**src/hw/ledpwm_pkg.sv**
```systemverilog
// shared constants and types for the led pwm intensity and blink block
package ledpwm_pkg;

  localparam int          NUM_PORTS      = 16;
  localparam int          NUM_OUTS       = 17;
  localparam int          CODE_W         = 4;

  // register address codes
  localparam logic [7:0]  ADDR_PH1_LOW   = 8'h0A;
  localparam logic [7:0]  ADDR_PH1_HIGH  = 8'h0B;
  localparam logic [7:0]  ADDR_MASTER    = 8'h0E;

  localparam logic [7:0]  PH1_RESET      = 8'h00;
  localparam logic [7:0]  MASTER_RESET   = 8'h00;

  localparam logic [3:0]  CODE_STATIC    = 4'hF;
  localparam logic [3:0]  MASTER_OFF     = 4'h0;
  localparam logic [3:0]  LAST_SLOT      = 4'hE;
  localparam logic [3:0]  LAST_CYCLE     = 4'hF;
  localparam logic [3:0]  ZERO_NIB       = 4'h0;

  // field positions in the master register
  localparam int          MASTER_HI      = 7;
  localparam int          MASTER_LO      = 4;
  localparam int          LAST_HI        = 3;
  localparam int          LAST_LO        = 0;

  // step rate from the nominal 32 kHz oscillator
  localparam int          OSC_PERIOD_NS  = 31250;
  localparam int          CLK_PERIOD_NS  = 4;
  localparam int          STEP_DIV_CYC   = OSC_PERIOD_NS / CLK_PERIOD_NS;
  localparam int          DIV_W          = 16;

  typedef struct packed {
    logic global_en;
    logic blink_en;
    logic flip_flag;
  } ledpwm_cfg_t;

  typedef struct packed {
    logic [7:0] addr;
    logic [7:0] wdata;
    logic       wr;
  } ledpwm_req_t;

endpackage

```
**src/hw/ledpwm_cell.sv**
```systemverilog
// one output's pwm level decision
`timescale 1ns/10ps
`default_nettype none
module ledpwm_cell
  import ledpwm_pkg::*;
(
  // timing
  input  wire logic        all_static,
  input  wire logic        slot_en,
  input  wire logic [3:0]  cyc,
  // setting
  input  wire logic [3:0]  code,
  input  wire logic        level,
  // result
  output logic             want
);

  always_comb begin
    if (all_static || code == CODE_STATIC) begin
      want = level;
    end else if (slot_en && cyc <= code) begin
      want = level;
    end else begin
      // off-time is the inverse level, so level one inverts the duty
      want = ~level;
    end
  end

endmodule
`default_nettype wire

```
**src/hw/ledpwm_top.sv**
```systemverilog
// led pwm intensity and two-phase blink output logic
`timescale 1ns/10ps
`default_nettype none
module ledpwm_top
  import ledpwm_pkg::*;
#(
  parameter int STEP_DIV = STEP_DIV_CYC
)
(
  // clock and reset
  input  wire logic                  clock,
  input  wire logic                  rst_n,
  // register access
  input  wire ledpwm_req_t           req,
  output logic [7:0]                 reg_rdata,
  // other control state
  input  wire ledpwm_cfg_t           cfg,
  input  wire logic [NUM_PORTS-1:0]  phase0_bits,
  input  wire logic [1:0]            last_out_phase_bits,
  input  wire logic [63:0]           port_codes,
  input  wire logic                  blink_pin,
  // open-drain outputs
  output logic [NUM_OUTS-1:0]        ports_out,
  output logic [NUM_OUTS-1:0]        ports_oe
);

  // ****************************************
  // state
  // ****************************************
  typedef struct packed {
    logic [NUM_PORTS-1:0] phase1;
    logic [7:0]           master;
    logic [DIV_W-1:0]     div;
    logic [3:0]           slot;
    logic [3:0]           cyc;
    logic [1:0]           pin_sync;
    logic [NUM_OUTS-1:0]  level;
    logic [7:0]           rdata;
  } ledpwm_state_t;

  ledpwm_state_t st_reg;
  ledpwm_state_t st_next;

  logic [3:0]           master_code;
  logic                 all_static;
  logic                 tick;
  logic                 slot_en;
  logic                 phase;
  logic [NUM_OUTS-1:0]  phase0_all;
  logic [NUM_OUTS-1:0]  phase1_all;
  logic [NUM_OUTS-1:0]  sel;
  logic [NUM_OUTS-1:0]  want;

  assign master_code = st_reg.master[MASTER_HI:MASTER_LO];
  assign all_static  = (master_code == MASTER_OFF);
  assign tick        = ~all_static && (st_reg.div == DIV_W'(STEP_DIV - 1));
  assign slot_en     = (st_reg.slot < master_code);
  assign phase       = cfg.blink_en & (cfg.flip_flag ^ st_reg.pin_sync[1]);
  assign phase0_all  = {last_out_phase_bits[0], phase0_bits};
  assign phase1_all  = {last_out_phase_bits[1], st_reg.phase1};
  assign sel         = phase ? phase1_all : phase0_all;

  // ****************************************
  // per-output cells
  // ****************************************
  genvar gi;
  generate
    for (gi = 0; gi < NUM_OUTS; gi++) begin : g_cell
      logic [3:0] code;
      if (gi == NUM_OUTS - 1) begin : g_last
        assign code = st_reg.master[LAST_HI:LAST_LO];
      end else begin : g_port
        // global mode ignores the individual codes entirely
        assign code = cfg.global_en ? st_reg.master[LAST_HI:LAST_LO]
                                    : port_codes[gi*CODE_W +: CODE_W];
      end
      ledpwm_cell u_cell (
        .all_static (all_static),
        .slot_en    (slot_en),
        .cyc        (st_reg.cyc),
        .code       (code),
        .level      (sel[gi]),
        .want       (want[gi])
      );
    end
  endgenerate

  // ****************************************
  // next state
  // ****************************************
  always_comb begin
    st_next          = st_reg;
    st_next.pin_sync = {st_reg.pin_sync[0], blink_pin};
    if (req.wr) begin
      case (req.addr)
        ADDR_PH1_LOW:  st_next.phase1[7:0]  = req.wdata;
        ADDR_PH1_HIGH: st_next.phase1[15:8] = req.wdata;
        ADDR_MASTER:   st_next.master       = req.wdata;
        default:       st_next.master       = st_reg.master;
      endcase
    end
    case (req.addr)
      ADDR_PH1_LOW:  st_next.rdata = st_reg.phase1[7:0];
      ADDR_PH1_HIGH: st_next.rdata = st_reg.phase1[15:8];
      ADDR_MASTER:   st_next.rdata = st_reg.master;
      default:       st_next.rdata = 8'h00;
    endcase
    if (all_static) begin
      // oscillator off: clear the step counters, outputs follow levels directly
      st_next.div   = '0;
      st_next.slot  = ZERO_NIB;
      st_next.cyc   = ZERO_NIB;
      st_next.level = sel;
    end else if (tick) begin
      st_next.div   = '0;
      st_next.level = want;
      if (st_reg.cyc == LAST_CYCLE) begin
        st_next.cyc  = ZERO_NIB;
        st_next.slot = (st_reg.slot == LAST_SLOT) ? ZERO_NIB : st_reg.slot + 4'h1;
      end else begin
        st_next.cyc  = st_reg.cyc + 4'h1;
      end
    end else begin
      st_next.div = st_reg.div + DIV_W'(1);
    end
  end

  always_ff @(posedge clock) begin
    if (!rst_n) begin
      st_reg        <= '0;
      st_reg.phase1 <= {PH1_RESET, PH1_RESET};
      st_reg.master <= MASTER_RESET;
      st_reg.level  <= '1;
    end else begin
      st_reg <= st_next;
    end
  end

  assign reg_rdata = st_reg.rdata;
  assign ports_out = '0;
  assign ports_oe  = ~st_reg.level;
endmodule
`default_nettype wire

```
**config.mk**
```make
export PLATFORM = sky130hd
export DESIGN_NAME = ledpwm_top
export DESIGN_NICKNAME = d
export VERILOG_FILES = /design/src/hw/ledpwm_pkg.sv /design/src/hw/ledpwm_cell.sv /design/src/hw/ledpwm_top.sv
export SDC_FILE = /design/constraint.sdc
export NUM_CORES = 1
export LEC_CHECK = 0
export BUFFER_PORTS_ARGS = -buffer_cell sky130_fd_sc_hd__buf_2
export CORE_MARGIN = 1
export CORE_UTILIZATION = 50
export CTS_CLUSTER_DIAMETER = 200
export DETAILED_ROUTE_END_ITERATION = 6
export GPL_ROUTABILITY_DRIVEN = 0
export PLACE_DENSITY = 0.83
export RECOVER_POWER = 25
export SLEW_MARGIN = 15
export SYNTH_ARGS = -nofsm -noshare
export SYNTH_HDL_FRONTEND = slang
export SYNTH_HIERARCHICAL = 1
export SYNTH_SLANG_ARGS = --single-unit
```
**constraint.sdc**
```tcl
create_clock -name clock -period 3.78 [get_ports clock]
set_input_delay 0.945 -clock clock [delete_from_list [all_inputs] [get_ports clock]]
set_output_delay 0.945 -clock clock [all_outputs]
set_load 0.005 [all_outputs]
```
After elaboration in Yosys (flattened, before gate mapping)
Cells that the tools add are included.
{"block": "op_classes", "addsub": 3, "magnitude_cmp": 18, "eq_ne": 23, "n_mux": 56, "n_bitwise": 22, "n_reduce_logical": 43}
{"op": "$eq A4 B4 Y1 const B", "n": 19}
{"op": "$mux W4", "n": 18}
{"op": "$le A4 B4 Y1", "n": 17}
{"op": "$mux W17", "n": 3}
{"op": "$mux W1", "n": 34}
{"op": "$eq A8 B4 Y1 const B", "n": 3}
{"op": "$pmux W8 S3", "n": 1}
{"op": "$not A1 Y1", "n": 19}
{"op": "$logic_and A1 B1 Y1", "n": 18}
{"op": "$logic_or A1 B1 Y1", "n": 17}
{"op": "$not A17 Y17", "n": 1}
{"op": "$add A16 B1 Y16 const B", "n": 1}
{"op": "$eq A16 B13 Y1 const B", "n": 1}
{"op": "$add A4 B1 Y4 const B", "n": 2}
{"op": "$reduce_and A2 Y1", "n": 4}
{"op": "$logic_not A4 Y1", "n": 1}
{"op": "$lt A4 B4 Y1", "n": 1}
{"op": "$reduce_or A3 Y1", "n": 1}
{"op": "$reduce_bool A2 Y1", "n": 1}
{"op": "$reduce_or A2 Y1", "n": 1}
{"op": "$and A1 B1 Y1", "n": 1}
{"op": "$xor A1 B1 Y1", "n": 1}
{"block": "word_totals", "ff_bits": 75, "input_bits": 105, "out_inout_bits": 42}

Logic depth before layout (Yosys ltp)
Gate-level depths: netlist of run 1.
{"block": "logic_depth", "word_depth": 8, "ltp_mapped": 11, "ltp_nobuf": 10}

Cells and area by module
The synthesis of run 1 kept the hierarchy.
{"module": "ledpwm_top", "instances": 1, "cells_each": 547, "area_per_inst_um2": 4249.1, "seq_area_each_um2": 1501.4}
{"module": "ledpwm_cell", "instances": 17, "cells_each": 18, "area_per_inst_um2": 137.6, "seq_area_each_um2": 0.0}

Least setup slack after synthesis of run 1
OpenSTA, ideal clock, no wires.
{"block": "synth_path", "path_kind": "flip-flop to flip-flop", "startpoint": "reg st_reg (netlist bit master_code[1])", "endpoint": "reg st_reg[10] (netlist bit)", "arrival_ps": 2997, "t_required_ps": 3661, "setup_slack_ps": 664, "stages_incl_launch_ff": 11, "n_path_buf": 0, "period_less_slack_ps": 3116, "path_cell_list": "dfxtp_1 -> inv_1 -> ha_1 -> a21o_1 -> a21o_1 -> a21oi_1 -> inv_1 -> a211oi_1 -> a21oi_2 -> xor2_1 -> o221a_2"}
{"block": "synth_via", "elab_chain_cells": 6}
{"item": "from (decl)", "line": "ledpwm_top.sv:41", "source": "ledpwm_state_t st_reg;"}
{"item": "from (signal assigned)", "line": "ledpwm_top.sv:135", "source": "st_reg <= st_next;"}
{"item": "$lt A4 B4 Y1", "line": "ledpwm_top.sv:57", "source": "assign slot_en = (st_reg.slot < master_code);"}
{"item": "net slot_en", "line": "ledpwm_top.sv:47", "source": "logic slot_en;"}
{"item": "$logic_and A1 B1 Y1", "line": "ledpwm_cell.sv:21", "source": "end else if (slot_en && cyc <= code) begin"}
{"item": "$mux W1", "line": "ledpwm_cell.sv:21"}
{"item": "$mux W1", "line": "ledpwm_cell.sv:19", "source": "if (all_static || code == CODE_STATIC) begin"}
{"item": "net want[2]", "line": "ledpwm_top.sv:52", "source": "logic [NUM_OUTS-1:0] want;"}
{"item": "$mux W17", "line": "ledpwm_top.sv:114", "source": "end else if (tick) begin"}
{"item": "$mux W17", "line": "ledpwm_top.sv:108", "source": "if (all_static) begin"}
The timed path passes the listed nets, and every way through them passes these cells. The select of a mux whose other input is x is not followed.
A chain may end at the register's enable or synchronous reset.

Worst setup path in the final report of run 1
{"block": "layout_path", "startpoint": "reg st_reg[35] (netlist bit)", "endpoint": "reg st_reg[50] (netlist bit)"}
{"block": "layout_via", "elab_chain_cells": 3}
{"item": "parallel branches: the longest is 3 deep, another holds $add A16 B1 Y16"}
Several ways; the timed one is not identified.

==> results of run 1 <==
-- cell usage in the layout (no fill, tap or decap), drive strengths merged, types with 20 or more instances in the layout --
cell type  instances
inv              172
buf              114
o21ai            100
dfxtp             75
ha                73
nand3             55
nand2             45
nor2              42
clkbuf            37
a21oi             30
xor2              24
nor2b             20
-- final timing paths --
check,from,to,slack [ns]
worst max-delay path,st_reg[35],st_reg[50],0.80
worst min-delay path,st_next[26],st_reg[26],0.43
worst max register to register,st_reg[35],st_reg[50],0.80
worst min register to register,st_next[26],st_reg[26],0.43
-- cell type report --
cell class	count	area, sq um
Tap cell	172	215.2
Clock inverter	1	30.03
Timing Repair Buffer	136	668.1
Inverter	172	645.6
Multi-Input combinational cell	566	4184
Clock buffer	15	277.8
Sequential cell	75	1501
Fill cell	1167	5200
-- kinds of logic (layout without fill, tap and decap cells) --
family	count (synthesis)	after routing	share of synthesized area (%)
xor+xnor	33	33	4.387
simple gates	203	203	16.08
other cells	1	17	0.05691
buf+inv	228	324	14.62
fa+ha+maj	73	73	13.86
flops	75	75	22.79
compound gates	213	213	23.78
mux	27	27	4.425
-- power breakdown --
part / switching, mW / internal, mW / total, mW / leakage [nW]
clock: 0.319 / 0.566 / 0.885 / 0.150
combinational: 0.177 / 0.135 / 0.312 / 2.68
sequential: 0.00387 / 0.805 / 0.809 / 0.610
total: 0.500 / 1.51 / 2.01 / 3.44
-- per-layer routing --
metal	routed length, um	up-vias
met5	0	-
met4	397	0
met3	1275	29
met2	7387	280
met1	7880	2821
li1	-	3083
-- per-stage QoR --
stage | hold slack (ns) | total power, mW | util, %
floorplan | 0.4119 | 1.031 | -
global placement | 0.4195 | 1.127 | 57.06
detailed placement | 0.4211 | 1.137 | 57.06
global route | 0.4567 | 2.087 | 59.13
finish | 0.4310 | 2.006 | 59.13
CTS | 0.4335 | 2.012 | 59.48
==> metrics.csv, run 1 <==
stage,metric,value,unit
status,status,"finished, final reports clean",
route,drtIter0Drc,443,
floorplan,die_area,0.01364,sq mm
sta,min_period,2.978,ns
sta,setup_viol,0,
finish,drive_gt1_share,21.87,%
sta,fin_ws,0.8023,ns
clock_tree,clk_path_buf_depth,2,
yosys,synth.most_common_cell,inv_1,
setup_path,cp.required,3.98,ns
finish,finalInstanceArea,0.007522,sq mm
global_route,grt_pass1_vias,5566,
clock_tree,numCtsBuffers,9,
clock_tree,cts_setup_buffers,0,
setup_path,crit_buf_inv,0,
clock_tree,cts_tree,built,
route,vias,6213,
global_route,antenna_found_initial,0,
floorplan,coreArea,0.01272,sq mm
sta,tightest_slew,1.476,ns
setup_path,crit_fanout,28,
floorplan,start_util,51.79,%
route,drt-vias-per-instance,5.464,
sta,rsz0062_at_grt,no,
route,first_pass_iters,5,
yosys,synth-seq-cells,75,
power_and_ir_drop,ir_drop,0.1970,mV
placed_design,dp_hpwl,12600,um
route,postRouteWirelength,16940,um
power_and_ir_drop,p_per_area,266.7,mW/mm^2
placed_design,place_inst,1121,
sta,maxSlewViolCount,0,
setup_path,r2r_cells,5,
yosys,synthTopCellsByArea,"dfxtp_1 23%, ha_1 14%, inv_1 9.8%, o21ai_0 6.3%, a41oi_2 4.2%",
global_route,grt_usage,25.03,%
setup_path,worst_setup_path_start_kind,flop,
clock_tree,hold_buffers,0,
setup_path,cp_num_cells,5,
finish,areaGrowthSynthToFinish,14.17,%
placed_design,portBuffers,129,
placed_design,placed_area,0.007259,sq mm
finish,stdcell_count,1137,
yosys,syn_inst,853,
power_and_ir_drop,p_leak,3.437,nW
yosys,synth_top_area_share,22.79,%
sta,fmax,335.8,MHz
setup_path,path_class,reg2reg,
clock_tree,clock_sinks,75,
route,wl_per_cell,14.90,um
setup_path,worstPathArrival,3.18,ns
route,antenna_left,0,
finish,largest_reg_flops,42,
global_route,grt.met1_usage,33.91,%
clock_tree,cts_resized,0,
clock_tree,h-tree-depth,3,
min_path,holdCritPathClass,reg2reg,
global_route,grt_busiest_layer,met2,
yosys,synth_area_leader_cell,dfxtp_1,
yosys,synth_area,0.006589,sq mm
setup_path,cp_cell_sequence,ha_1 > and4bb_2 > nand4_1 > nand2_1 > nor2_1,
clock_tree,clk_latency,0.34,ns
yosys,ys.flop_type,dfxtp_1,
sta,finClkSkew,0.007533,ns
global_route,grt_max_degree,50,
yosys,ys_seq_area_share,22.79,%
sta,tns,0,ns
sta,finalCritPeriodShare,78.77,%
setup_path,cp_top_family,simple AND/OR/NAND/NOR gates,
global_route,grt_overflow_total,0,
yosys,synth-edff-count,0,
finish,fin_nets,1138,
floorplan,chipHeight,116.8,um
setup_path,slowest_stage,nand4_1,
setup_path,cp_slowest_stage_delay,0.96,ns
yosys,async_flop_share,0,%
global_route,gr-usage-met3,2.729,%
floorplan,die_w,116.8,um
sta,relSlewSlack,1.576,%
finish,n_antenna_cell,0,
setup_path,end_kind,flop,
clock_tree,root_buffer,clkbuf_16,
yosys,yosys_warnings,6,
yosys,synthDistinctLibCells,49,
clock_tree,clkSlewWorstSetupHoldPaths,0.06,ns
run,maxCapViolCount,0,
floorplan,io_pins,147,
floorplan,rows,41,
min_path,min_path_cells,1,
yosys,synth_common_cells,"172 x inv_1, 83 x o21ai_0, 75 x dfxtp_1",
global_route,grt_pass1_wl,26500,um
yosys,avgSynthCellArea,7.724,sq um
global_route,met2_usage,39.92,%
placed_design,pre_cts_ws,0.5924,ns
route,drc,0,
sta,hold_viol_final,0,
(Power assumes the default switching activity.)
==> run 2, diff against run 1 <==
--- a/config.mk
+++ b/config.mk
@@ -11,7 +11,7 @@
 export CTS_CLUSTER_DIAMETER = 200
 export DETAILED_ROUTE_END_ITERATION = 6
 export GPL_ROUTABILITY_DRIVEN = 0
-export PLACE_DENSITY = 0.83
+export PLACE_DENSITY = 0.85
 export RECOVER_POWER = 25
 export SLEW_MARGIN = 15
 export SYNTH_ARGS = -nofsm -noshare
==> constraint.sdc (replaced) <==
create_clock -name clock -period 2.6 [get_ports clock]
set_input_delay 0.65 -clock clock [delete_from_list [all_inputs] [get_ports clock]]
set_output_delay 0.65 -clock clock [all_outputs]
set_load 0.005 [all_outputs]
==> metrics.csv, run 2 (synthesis gave the netlist of run 1 again) <==
stage,metric,value,unit
clock_tree,numCtsBuffers,9,
setup_path,end_kind,flop,
sta,fin_ws,0.2049,ns
setup_path,worst_setup_path_start_kind,flop,
finish,final_common_cell,inv_1,
sta,finClkSkew,0.01320,ns
power_and_ir_drop,p_per_area,370.8,mW/mm^2
setup_path,cp_common_cell,a21o_1,
setup_path,cp_top_family,compound AO/OA/AOI/OAI gates,
power_and_ir_drop,p_leak,3.713,nW
finish,drive_gt1_share,26.60,%
setup_path,path_class,reg2reg,
clock_tree,h-tree-depth,3,
route,postRouteWirelength,17750,um
min_path,hp-start,st_next[26],
min_path,holdCritPathClass,reg2reg,
finish,num-fill-cells,1103,
sta,maxSlewViolCount,0,
sta,fmax,417.5,MHz
floorplan,die_w,116.8,um
sta,tightest_slew,0.6947,ns
placed_design,portBuffers,129,
setup_path,r2r_cells,10,
route,antenna_left,0,
setup_path,cp_cell_sequence,ha_1 > a21o_1 > a21o_1 > a21oi_4 > buf_4 > inv_1 > a211oi_1 > a21oi_2 > xor2_1 > o221a_2,
floorplan,rows,41,
route,drc,0,
placed_design,pre_cts_ws,0.009227,ns
floorplan,chipHeight,116.8,um
sta,hold_viol_final,0,
finish,largest_reg_flops,42,
clock_tree,clkSlewWorstSetupHoldPaths,0.07,ns
setup_path,cp.required,2.84,ns
clock_tree,root_buffer,clkbuf_16,
clock_tree,clk_path_buf_depth,2,
sta,hold_ws,0.4358,ns
power_and_ir_drop,fin_total_pwr,2.951,mW
finish,final_cell_mix,"172 x inv_1, 114 x buf_2, 83 x o21ai_0",
sta,setup_viol,0,
sta,rsz0062_at_grt,no,
global_route,grt_pass1_vias,6066,
global_route,grt_max_degree,34,
setup_path,cp_slowest_stage_delay,0.45,ns
run,maxCapViolCount,0,
floorplan,io_pins,147,
route,vias,6498,
route,wl_per_cell,14.95,um
global_route,grt_overflow_total,0,
setup_path,cp-startpoint,st_reg[32],
status,status,"finished, final reports clean",
power_and_ir_drop,ir_drop,0.2985,mV
finish,fin_nets,1189,
sta,relSlewSlack,53.58,%
sta,finalCritPeriodShare,92.12,%
floorplan,start_util,51.79,%
global_route,grt_pass1_wl,28440,um
sta,tns,0,ns
route,first_pass_iters,6,
clock_tree,cts_setup_buffers,0,
global_route,grt_usage,26.71,%
global_route,antenna_found_initial,0,
min_path,min_path_cells,1,
setup_path,cp_num_cells,10,
sta,min_period,2.395,ns
floorplan,die_area,0.01364,sq mm
clock_tree,cts_tree,built,
floorplan,coreArea,0.01272,sq mm
placed_design,dp_hpwl,13460,um
setup_path,worstPathArrival,2.64,ns
route,drtIter0Drc,530,
finish,areaGrowthSynthToFinish,20.77,%
setup_path,crit_fanout,11,
clock_tree,clk_latency,0.35,ns
setup_path,r2r_start,st_reg[32],
finish,n_antenna_cell,0,
setup_path,slowest_stage,dfxtp_1,
route,drt-vias-per-instance,5.474,
clock_tree,clock_sinks,75,
setup_path,crit_buf_inv,2,
## run 2: cell type report
cell class	count	area [sq um]	share of cell area [%]
Clock inverter	5	62.56	0.7862
Timing Repair Buffer	187	1092	13.73
Multi-Input combinational cell	566	4200	52.78
Clock buffer	10	239.0	3.003
Sequential cell	75	1503	18.88
Tap cell	172	215.2	2.704
Inverter	172	645.6	8.113
## run 2: worst register-to-register path, cell delays in order (launching register included)
cell	delay, ns
dfxtp_1	0.45
ha_1	0.28
a21o_1	0.16
a21o_1	0.20
a21oi_4	0.19
buf_4	0.22
inv_1	0.06
a211oi_1	0.26
a21oi_2	0.12
xor2_1	0.15
o221a_2	0.22
## run 2: layer usage
metal  GRT usage (%)  part of all wire [%]  wire length, um
met4           10.21                   2.8              490
met5               0                     0                0
met1           34.41                    44             7861
met3           3.502                   6.7             1182
met2           45.44                    46             8212
## run 2: metrics by stage
| stage | cell area [sq um] | instances | utilization [%] |
|---|---|---|---|
| finish | 7958 | 1187 | 62.55 |
| global route | 7958 | 1187 | 62.55 |
| CTS | 7989 | 1187 | 62.80 |
| detailed placement | 7687 | 1172 | 60.42 |
| global placement | 7687 | 1172 | 60.42 |
| floorplan | 6669 | 869 | - |
## run 2: what timing repair did
item                       CTS  global route
hold buffers                 0             0
setup endpoints to repair    0             1
gates resized for setup      0             1
## run 2: worst paths after layout
check                    end  slack [ns]
hold reg to reg   st_reg[26]        0.44
hold / removal    st_reg[26]        0.44
setup reg to reg   st_reg[9]        0.20
setup / recovery   st_reg[9]        0.20
## run 2: report_power, final
group | switching (mW) | internal (mW)
registers | 0.00559 | 1.17
logic | 0.265 | 0.232
clock network | 0.508 | 0.769
